**src/pkg/matrix_i2c_defs.svh**
```systemverilog
`ifndef MATRIX_I2C_DEFS_SVH
`define MATRIX_I2C_DEFS_SVH

// Fixed upper bits of the slave address
`define SLV_ADDR_FIXED  3'h5
// Bits moved per byte before the acknowledge clock
`define BITS_PER_BYTE   4'h8
// Pointer values that do not autoincrement
`define PTR_FONT        7'h05
`define PTR_LAST        7'h7F
// Digit bank code in pointer bits 6..5
`define BANK_PRI        2'h1
`define BANK_ALT        2'h2
`define BANK_BOTH       2'h3
// Reset values
`define DIGIT_RST       8'h00
`define PTR_RST         8'h00
`define FONT_RST        7'h00

`endif

```
**src/pkg/matrix_i2c_pkg.sv**
```systemverilog
package matrix_i2c_pkg;

  typedef enum logic [3:0] {
    S_IDLE,
    S_ADDR,
    S_ADDR_ACK,
    S_CMD,
    S_CMD_ACK,
    S_WDATA,
    S_WDATA_ACK,
    S_RDATA,
    S_RDATA_ACK,
    S_IGNORE
  } fsm_type;

  typedef logic [3:0][7:0] plane_type;

  // One received byte on its way to the register store
  typedef struct packed {
    logic       is_cmd;
    logic [7:0] data;
  } wr_item_type;

  typedef struct packed {
    fsm_type    fsm;
    logic       scl_d;
    logic       sda_d;
    logic [7:0] shreg;
    logic [7:0] tx;
    logic [3:0] cnt;
    logic       rw;
    logic       ack_seen;
    logic       sda_out;
    logic       sda_oe;
    logic [7:0] ptr;
    logic [6:0] font_ptr;
    plane_type  pri;
    plane_type  alt;
    logic [6:0] scan_char;
    logic       scan_inv;
  } slave_state_type;

endpackage

```
**src/design/matrix_i2c_slave.sv**
```systemverilog
// Operation
// - Transfer: start, address with direction, command byte, data bytes, stop.
// - Start is SDA falling with SCL high; stop is SDA rising.
// - SDA is released whenever no transfer is under way.
// - One bit per SCL pulse; SDA only changes while SCL is low.
// - Ninth clock is acknowledge; receiver holds SDA low through SCL high.
// - Device acknowledges written bytes; master acknowledges read bytes.
// - SCL is input only; SDA is input plus pull-low open drain.
// - Direction bit after address: zero writes, one reads.
// - Address upper bits are 101, lower four come from straps.
// - Each strap is a two-bit code; high strap gives bits 3..2.
// - First byte after write address is stored as the pointer.
// - First data byte goes to the register the pointer selects.
// - Further data bytes go to successive registers as pointer advances.
// - Pointer advances per byte, holds at 05 (font advances) and 7F.
// - Reads return the pointed register and advance the pointer likewise.
// - Eight digit bytes in two planes; either or both planes writable.
// - Primary at 20-23, alternate 40-43, both 60-63 reading zero.
// - Blink disabled: scan uses the primary plane only.
// - Blink enabled: scan alternates planes with the blink phase.
// - Digit bits 6..0 pick one of 128 font characters.
// - Digit bit 7 inverts the selected font pattern.
`timescale 1ns/1ps
`include "matrix_i2c_defs.svh"
module matrix_i2c_slave
  import matrix_i2c_pkg::*;
(
  input  wire logic       i_clk,
  input  wire logic       i_rst,
  input  wire logic       i_scl,
  input  wire logic       i_sda,
  output logic            o_sda_out,
  output logic            o_sda_oe,
  input  wire logic [1:0] i_addr_strap_high_pin,
  input  wire logic [1:0] i_addr_strap_low_pin,
  input  wire logic       i_hold_update,
  input  wire logic       i_blink_enable,
  input  wire logic       i_blink_phase,
  input  wire logic [1:0] i_scan_digit,
  output logic      [6:0] o_scan_char,
  output logic            o_scan_invert,
  output logic      [6:0] o_font_addr
);

  slave_state_type st_r;
  slave_state_type st_nxt;
  logic [5:0]      sync_q;
  logic            scl_s;
  logic            sda_s;
  logic [6:0]      own_addr;
  logic            rise;
  logic            fall;
  logic            start_cond;
  logic            stop_cond;
  logic [7:0]      rd_byte;
  logic            push_valid;
  wr_item_type     push_item;
  logic            buf_in_ready;
  logic            drain_valid;
  logic            drain_fire;
  wr_item_type     drain_item;
  logic [7:0]      scan_byte;

  ////////////////////////////////////////////////////////////////////////////
  // Helpers
  // Next pointer; the top pointer bit is carried but never counts
  function automatic logic [7:0] ptr_bump(input logic [7:0] p);
    if (p[6:0] == `PTR_FONT || p[6:0] == `PTR_LAST) begin
      ptr_bump = p;
    end else begin
      ptr_bump = {p[7], p[6:0] + 7'h01};
    end
  endfunction

  // Font pointer moves only while the command pointer is parked on it
  function automatic logic [6:0] font_bump(input logic [7:0] p,
                                           input logic [6:0] f);
    font_bump = (p[6:0] == `PTR_FONT) ? f + 7'h01 : f;
  endfunction

  // Digit bank hit: bit 0 primary plane, bit 1 alternate plane
  function automatic logic [1:0] digit_hit(input logic [7:0] p);
    digit_hit = 2'h0;
    if (p[4:2] == 3'h0) begin
      case (p[6:5])
        `BANK_PRI:  digit_hit = 2'h1;
        `BANK_ALT:  digit_hit = 2'h2;
        `BANK_BOTH: digit_hit = 2'h3;
        default:    digit_hit = 2'h0;
      endcase
    end
  endfunction

  ////////////////////////////////////////////////////////////////////////////
  // Bus lines and straps are foreign to this clock
  line_sync #(
    .W (6)
  ) u_sync (
    .i_clk (i_clk),
    .i_rst (i_rst),
    .i_d   ({i_scl, i_sda, i_addr_strap_high_pin, i_addr_strap_low_pin}),
    .o_q   (sync_q)
  );

  assign scl_s    = sync_q[5];
  assign sda_s    = sync_q[4];
  assign own_addr = {`SLV_ADDR_FIXED, sync_q[3:0]};

  ////////////////////////////////////////////////////////////////////////////
  // Edge and condition detection on the synced lines
  assign rise       = !st_r.scl_d && scl_s;
  assign fall       = st_r.scl_d && !scl_s;
  assign start_cond = st_r.scl_d && scl_s && st_r.sda_d && !sda_s;
  assign stop_cond  = st_r.scl_d && scl_s && !st_r.sda_d && sda_s;

  // Unmapped pointers and the dual-plane window read as zero
  always_comb begin
    case (digit_hit(st_r.ptr))
      2'h1:    rd_byte = st_r.pri[st_r.ptr[1:0]];
      2'h2:    rd_byte = st_r.alt[st_r.ptr[1:0]];
      default: rd_byte = 8'h00;
    endcase
  end

  ////////////////////////////////////////////////////////////////////////////
  // Written bytes queue here, so a held store loses nothing already taken
  byte_buffer #(
    .WIDTH ($bits(wr_item_type)),
    .DEPTH (2)
  ) u_buf (
    .i_clk       (i_clk),
    .i_rst       (i_rst),
    .i_in_valid  (push_valid),
    .o_in_ready  (buf_in_ready),
    .i_in_data   (push_item),
    .o_out_valid (drain_valid),
    .i_out_ready (!i_hold_update),
    .o_out_data  (drain_item)
  );

  assign drain_fire = drain_valid && !i_hold_update;

  // Blink phase picks the plane only when blinking is on
  assign scan_byte = (i_blink_enable && i_blink_phase) ?
                     st_r.alt[i_scan_digit] : st_r.pri[i_scan_digit];

  ////////////////////////////////////////////////////////////////////////////
  // Next-state logic
  always_comb begin
    logic load_rd;
    logic [1:0] hit;
    load_rd    = 1'b0;
    hit        = 2'h0;
    st_nxt     = st_r;
    push_valid = 1'b0;
    push_item  = '0;
    st_nxt.scl_d = scl_s;
    st_nxt.sda_d = sda_s;
    if (start_cond) begin
      // Repeated start also lands here
      st_nxt.fsm    = S_ADDR;
      st_nxt.cnt    = 4'h0;
      st_nxt.sda_oe = 1'b0;
    end else if (stop_cond) begin
      st_nxt.fsm    = S_IDLE;
      st_nxt.sda_oe = 1'b0;
    end else begin
      case (st_r.fsm)
        S_IDLE, S_IGNORE: begin
          st_nxt.sda_oe = 1'b0;
        end
        S_ADDR, S_CMD, S_WDATA: begin
          if (rise) begin
            st_nxt.shreg = {st_r.shreg[6:0], sda_s};
            st_nxt.cnt   = st_r.cnt + 4'h1;
          end else if (fall && st_r.cnt == `BITS_PER_BYTE) begin
            st_nxt.cnt = 4'h0;
            if (st_r.fsm == S_ADDR) begin
              if (st_r.shreg[7:1] == own_addr) begin
                st_nxt.rw     = st_r.shreg[0];
                st_nxt.sda_oe = 1'b1;
                st_nxt.fsm    = S_ADDR_ACK;
              end else begin
                st_nxt.fsm = S_IGNORE;
              end
            end else begin
              push_valid       = 1'b1;
              push_item.is_cmd = (st_r.fsm == S_CMD);
              push_item.data   = st_r.shreg;
              // No room means no acknowledge: SCL cannot be stretched
              if (buf_in_ready) begin
                st_nxt.sda_oe = 1'b1;
                st_nxt.fsm    = (st_r.fsm == S_CMD) ? S_CMD_ACK
                                                    : S_WDATA_ACK;
              end else begin
                st_nxt.fsm = S_IGNORE;
              end
            end
          end
        end
        S_ADDR_ACK, S_CMD_ACK, S_WDATA_ACK: begin
          if (fall) begin
            st_nxt.sda_oe = 1'b0;
            if (st_r.fsm == S_ADDR_ACK && st_r.rw) begin
              load_rd = 1'b1;
            end else if (st_r.fsm == S_ADDR_ACK) begin
              st_nxt.fsm = S_CMD;
            end else begin
              st_nxt.fsm = S_WDATA;
            end
          end
        end
        S_RDATA: begin
          if (rise) begin
            st_nxt.cnt = st_r.cnt + 4'h1;
          end else if (fall && st_r.cnt == `BITS_PER_BYTE) begin
            st_nxt.sda_oe = 1'b0;
            st_nxt.fsm    = S_RDATA_ACK;
          end else if (fall) begin
            st_nxt.sda_oe = !st_r.tx[7];
            st_nxt.tx     = {st_r.tx[6:0], 1'b0};
          end
        end
        S_RDATA_ACK: begin
          if (rise) begin
            st_nxt.ack_seen = !sda_s;
          end else if (fall && st_r.ack_seen) begin
            load_rd = 1'b1;
          end else if (fall) begin
            st_nxt.fsm = S_IGNORE;
          end
        end
        default: begin
          st_nxt.fsm    = S_IDLE;
          st_nxt.sda_oe = 1'b0;
        end
      endcase
    end
    // Fetch the pointed byte, put out its first bit, move on
    if (load_rd) begin
      st_nxt.tx       = {rd_byte[6:0], 1'b0};
      st_nxt.sda_oe   = !rd_byte[7];
      st_nxt.cnt      = 4'h0;
      st_nxt.fsm      = S_RDATA;
      st_nxt.ptr      = ptr_bump(st_r.ptr);
      st_nxt.font_ptr = font_bump(st_r.ptr, st_r.font_ptr);
    end
    // Apply queued bytes; a command byte only moves the pointer
    if (drain_fire && drain_item.is_cmd) begin
      st_nxt.ptr = drain_item.data;
    end else if (drain_fire) begin
      hit = digit_hit(st_r.ptr);
      if (hit[0]) begin
        st_nxt.pri[st_r.ptr[1:0]] = drain_item.data;
      end
      if (hit[1]) begin
        st_nxt.alt[st_r.ptr[1:0]] = drain_item.data;
      end
      st_nxt.ptr      = ptr_bump(st_r.ptr);
      st_nxt.font_ptr = font_bump(st_r.ptr, st_r.font_ptr);
    end
    // Character index and inversion flag to the font stage
    st_nxt.scan_char = scan_byte[6:0];
    st_nxt.scan_inv  = scan_byte[7];
    st_nxt.sda_out   = 1'b0;
  end

  ////////////////////////////////////////////////////////////////////////////
  // State register
  always_ff @(posedge i_clk) begin
    if (i_rst) begin
      st_r          <= '0;
      st_r.fsm      <= S_IDLE;
      st_r.scl_d    <= 1'b1;
      st_r.sda_d    <= 1'b1;
      st_r.ptr      <= `PTR_RST;
      st_r.font_ptr <= `FONT_RST;
      st_r.pri      <= {4{`DIGIT_RST}};
      st_r.alt      <= {4{`DIGIT_RST}};
    end else begin
      st_r <= st_nxt;
    end
  end

  assign o_sda_out     = st_r.sda_out;
  assign o_sda_oe      = st_r.sda_oe;
  assign o_scan_char   = st_r.scan_char;
  assign o_scan_invert = st_r.scan_inv;
  assign o_font_addr   = st_r.font_ptr;
endmodule

```
**src/design/line_sync.sv**
```systemverilog
`timescale 1ns/1ps
module line_sync #(
  parameter int W = 1
) (
  input  wire logic         i_clk,
  input  wire logic         i_rst,
  input  wire logic [W-1:0] i_d,
  output logic      [W-1:0] o_q
);

  logic [W-1:0] meta_r;
  logic [W-1:0] q_r;

  if (W < 1) begin : g_chk
    $error("line_sync width must be at least one");
  end

  ////////////////////////////////////////////////////////////////////////////
  // Two stages; only the second stage leaves the module
  always_ff @(posedge i_clk) begin
    if (i_rst) begin
      meta_r <= '1;
      q_r    <= '1;
    end else begin
      meta_r <= i_d;
      q_r    <= meta_r;
    end
  end

  assign o_q = q_r;

endmodule

```
**src/design/byte_buffer.sv**
```systemverilog
`timescale 1ns/1ps
module byte_buffer #(
  parameter int WIDTH = 9,
  parameter int DEPTH = 2
) (
  input  wire logic             i_clk,
  input  wire logic             i_rst,
  input  wire logic             i_in_valid,
  output logic                  o_in_ready,
  input  wire logic [WIDTH-1:0] i_in_data,
  output logic                  o_out_valid,
  input  wire logic             i_out_ready,
  output logic      [WIDTH-1:0] o_out_data
);

  localparam int AW = $clog2(DEPTH);

  logic [WIDTH-1:0] mem_r [DEPTH];
  logic [AW-1:0]    wp_r;
  logic [AW-1:0]    rp_r;
  logic [AW:0]      cnt_r;
  logic             push;
  logic             pop;

  // Pointers wrap by overflow, so the depth must be a power of two
  if (DEPTH < 2 || (DEPTH & (DEPTH - 1)) != 0 || WIDTH < 1) begin : g_chk
    $error("byte_buffer needs a power-of-two depth of two or more");
  end

  ////////////////////////////////////////////////////////////////////////////
  // Honest flags straight from the fill count
  assign o_in_ready  = (cnt_r != DEPTH[AW:0]);
  assign o_out_valid = (cnt_r != '0);
  assign o_out_data  = mem_r[rp_r];
  assign push        = i_in_valid && o_in_ready;
  assign pop         = o_out_valid && i_out_ready;

  ////////////////////////////////////////////////////////////////////////////
  // Storage and pointers
  always_ff @(posedge i_clk) begin
    if (i_rst) begin
      wp_r  <= '0;
      rp_r  <= '0;
      cnt_r <= '0;
    end else begin
      if (push) begin
        mem_r[wp_r] <= i_in_data;
        wp_r        <= wp_r + 1'b1;
      end
      if (pop) begin
        rp_r <= rp_r + 1'b1;
      end
      if (push && !pop) begin
        cnt_r <= cnt_r + 1'b1;
      end else if (pop && !push) begin
        cnt_r <= cnt_r - 1'b1;
      end
    end
  end

endmodule

```
**config.mk**
```make
export PLATFORM = sky130hd
export DESIGN_NAME = matrix_i2c_slave
export DESIGN_NICKNAME = d
export VERILOG_FILES = /design/src/pkg/matrix_i2c_pkg.sv /design/src/design/matrix_i2c_slave.sv /design/src/design/line_sync.sv /design/src/design/byte_buffer.sv
export VERILOG_INCLUDE_DIRS = /design/src /design/src/pkg
export SDC_FILE = /design/constraint.sdc
export NUM_CORES = 1
export LEC_CHECK = 0
export BUFFER_PORTS_ARGS = -buffer_cell sky130_fd_sc_hd__buf_2
export CORE_UTILIZATION = 55
export DETAILED_ROUTE_END_ITERATION = 10
export GPL_ROUTABILITY_DRIVEN = 0
export GPL_TIMING_DRIVEN = 1
export PLACE_DENSITY_LB_ADDON = 0.08
export SETUP_SLACK_MARGIN = 0.05
export SLEW_MARGIN = 20
export SYNTH_ARGS = -nofsm -noshare
export SYNTH_HDL_FRONTEND = slang
export SYNTH_SLANG_ARGS = --single-unit
```
**constraint.sdc**
```tcl
create_clock -name i_clk -period 5 [get_ports i_clk]
set_clock_uncertainty 0.15 [all_clocks]
set_input_delay 0.75 -clock i_clk [delete_from_list [all_inputs] [get_ports i_clk]]
set_output_delay 0.75 -clock i_clk [all_outputs]
set_load 0.01 [all_outputs]
```
==> flow_summary.ini <==
[outcome]
status = finished, final reports clean

[finish]
multi_input_area_mm2 = 0.00362
antennaDiodeCount = 0
final-seq-area_mm2 = 0.00316
final_util = 0.615
fillers = 1099
syn_to_final_growth_pct = 9.42
layout-drive-gt1-share = 0.159
nets = 777
stdcell_count = 939

[cts]
clock_sinks = 149
cts_tree = yes
htreeDepth = 4
cts_root_buf = clkbuf_16
cts_made_buffers = 17
clockBufferDepth = 2
worstSkewPairLatency_ns = 0.43
clkTransAtPathRegs_ns = 0.06
cts_resized = 0
cts_hold_buffers = 0
cts_setup_buffers = 0

[hold_path]
whs_endpoint = u_sync.o_q[0]
hp-start = u_sync.meta_r[0]
min_path_cells = 1
min_path_type = reg2reg

[logic_synthesis]
ys_seq_elements = 149
synth_top_cell_area_share = 0.370
synth_top_family_by_area = simple AND/OR/NAND/NOR gates
ys_seq_area_frac = 0.446
synth_ff_type = dfxtp_1
synth.area.mux_share = 0.140
yosysWarnings = 0
synth_compound_area_frac = 0.127
synthSimpleGateAreaFrac = 0.196
synth.most_common_cell = nor2_1
avgSynthCellArea_um2 = 9.35
synth_fa_ha_area_frac = 0.0205
async_flop_share = 0
yosys-top-cells-count = nor2_1 (179), dfxtp_1 (131), a21oi_1 (89), nand2_1 (42), mux4_2 (32)
synth_edf_count = 18
synth_top_cells_by_area = dfxtp_1 (37%), mux4_2 (10%), nor2_1 (9.5%), edfxtp_1 (7.6%), a21oi_1 (6.3%)
synth_cell_type_count = 57
synth_xor_xnor_area_share = 0.0247
synthCells = 759
syn-num-nets = 782
syn-cell-area_mm2 = 0.00709
synth_top_area_cell = dfxtp_1

[timing]
rsz0062_at_grt = false
setup_viol = 0
tns_ns = 0
fin_crit_sh = 0.559
slew_viol_final = 0
fin_crit_ns = 2.79
worst_pin_slew_ns = 1.02
finalHoldViolCount = 0
relSlewSlack = 0.300
fmax_mhz = 358

[placed_design]
io_buffers = 28
place_hpwl_mm = 10.5
dp_cells = 907

[pwr]
leakagePower_nw = 2.88
ir_worst_vdd_mv = 0.274
p_per_area_mw_per_mm2 = 322

[global_routing]
track_usage = 0.257
grt_overflow_total = 0
antenna_found_initial = 0
grt_pass1_wl_mm = 25.5
grt_max_degree = 89
grt_pass1_vias = 4967

[critical_path]
r2r_start = st_r[113]
crit_fanout = 15
worstSetupStartpointType = register
cpPeakStageDelay_ns = 0.58
arrival_ns = 2.99
path_buf_inv = 1
cp_slowest_cell = dfxtp_1
critPathCaptureType = register
r2r-end = u_buf.cnt_r[1]
worstPathRequired_ns = 5.20
ff2ff_path_depth = 7
cpMostUsedCell = or3_1
cp_cell_sequence = nor2b_1 > nand2_1 > or3_1 > inv_1 > ha_1 > or3_1 > a21oi_1
worstSetupPathType = reg2reg
crit_family = simple AND/OR/NAND/NOR gates
rrSetupSlack_ns = 2.21

[routing]
wl_per_cell_um = 17.2
vias = 5354
drtIter0Drc = 468
wl_mm = 16.1
drtPass1Iterations = 5
routed_via_density = 5.70
drc = 0
ant_nets = 0

[floorplan]
die_area_mm2 = 0.0134
die-width_um = 116
core_mm2 = 0.0126
ios = 30
core.rowCount = 41
start_util = 0.562
die_h_um = 116

[run]
maxCapViolations = 0
## stage by stage
stage | setup slack (ns) | power [mW] | hold WS [ns] | cell area (um^2)
floorplan | 2.31 | 1.30 | 0.239 | 7090
global placement | 1.95 | 1.32 | 0.243 | 7190
detailed placement | 1.86 | 1.32 | 0.244 | 7190
CTS | 1.85 | 2.52 | 0.259 | 7750
global route | 2.00 | 2.58 | 0.268 | 7760
finish | 2.21 | 2.50 | 0.257 | 7760
## metal layers
layer  wire length, um  up-vias  global-route usage
met4               215        0              0.0987
met3               755       18              0.0581
met5                 0        -                   0
li1                  -     2632                   -
met2              8380      144               0.456
met1              6770     2560               0.303
## worst max-delay path by stage
stage                    from                 to  cells after the start
floorplan           st_r[116]  u_buf.mem_r[1][0]                      5
global placement    st_r[113]  u_buf.mem_r[1][2]                      4
detailed placement  st_r[113]  u_buf.mem_r[1][7]                      4
CTS                 st_r[113]  u_buf.mem_r[1][1]                      4
global route        st_r[113]  u_buf.mem_r[1][1]                      4
finish              st_r[113]     u_buf.cnt_r[1]                      7
## cell families after synthesis
family                   count (synthesis)
adder cells (fa/ha/maj)                 12
multiplexers                            59
AO/OA/AOI/OAI                          143
XOR/XNOR                                20
AND/OR/NAND/NOR                        309
other                                    1
flip-flops                             149
buffers and inverters                   66
## cell usage in the layout (no fill, tap or decap), types with 9 or more instances in the layout
cell       Yosys  final
nand2_1       42     42
mux4_2        32     32
or2_2         16     16
xnor2_1       12     12
nor3_1        17     16
mux2i_1       25     25
buf_2         13     27
dfxtp_1      131    131
nor2_1       179    179
and2_1        11     11
ha_1          10     10
a22oi_1        9      9
a21oi_1       89     89
inv_1         11     11
edfxtp_1      18     18
o21ai_0       12     12
clkbuf_16      0     17
## cell type report
| class | instances | share of cell area |
|---|---|---|
| Inverter | 11 | 0.00532 |
| Timing Repair Buffer | 31 | 0.0213 |
| Clock buffer | 18 | 0.0553 |
| Tap cell | 172 | 0.0277 |
| Sequential cell | 149 | 0.408 |
| Multi-Input combinational cell | 544 | 0.466 |
| Clock inverter | 14 | 0.0169 |
## power breakdown
group / internal (mW) / switching (mW)
Combinational: 0.0279 / 0.0462
Sequential: 1.21 / 0.00784
Clock: 0.688 / 0.512
Total: 1.93 / 0.566
(Power assumes the default switching activity.)
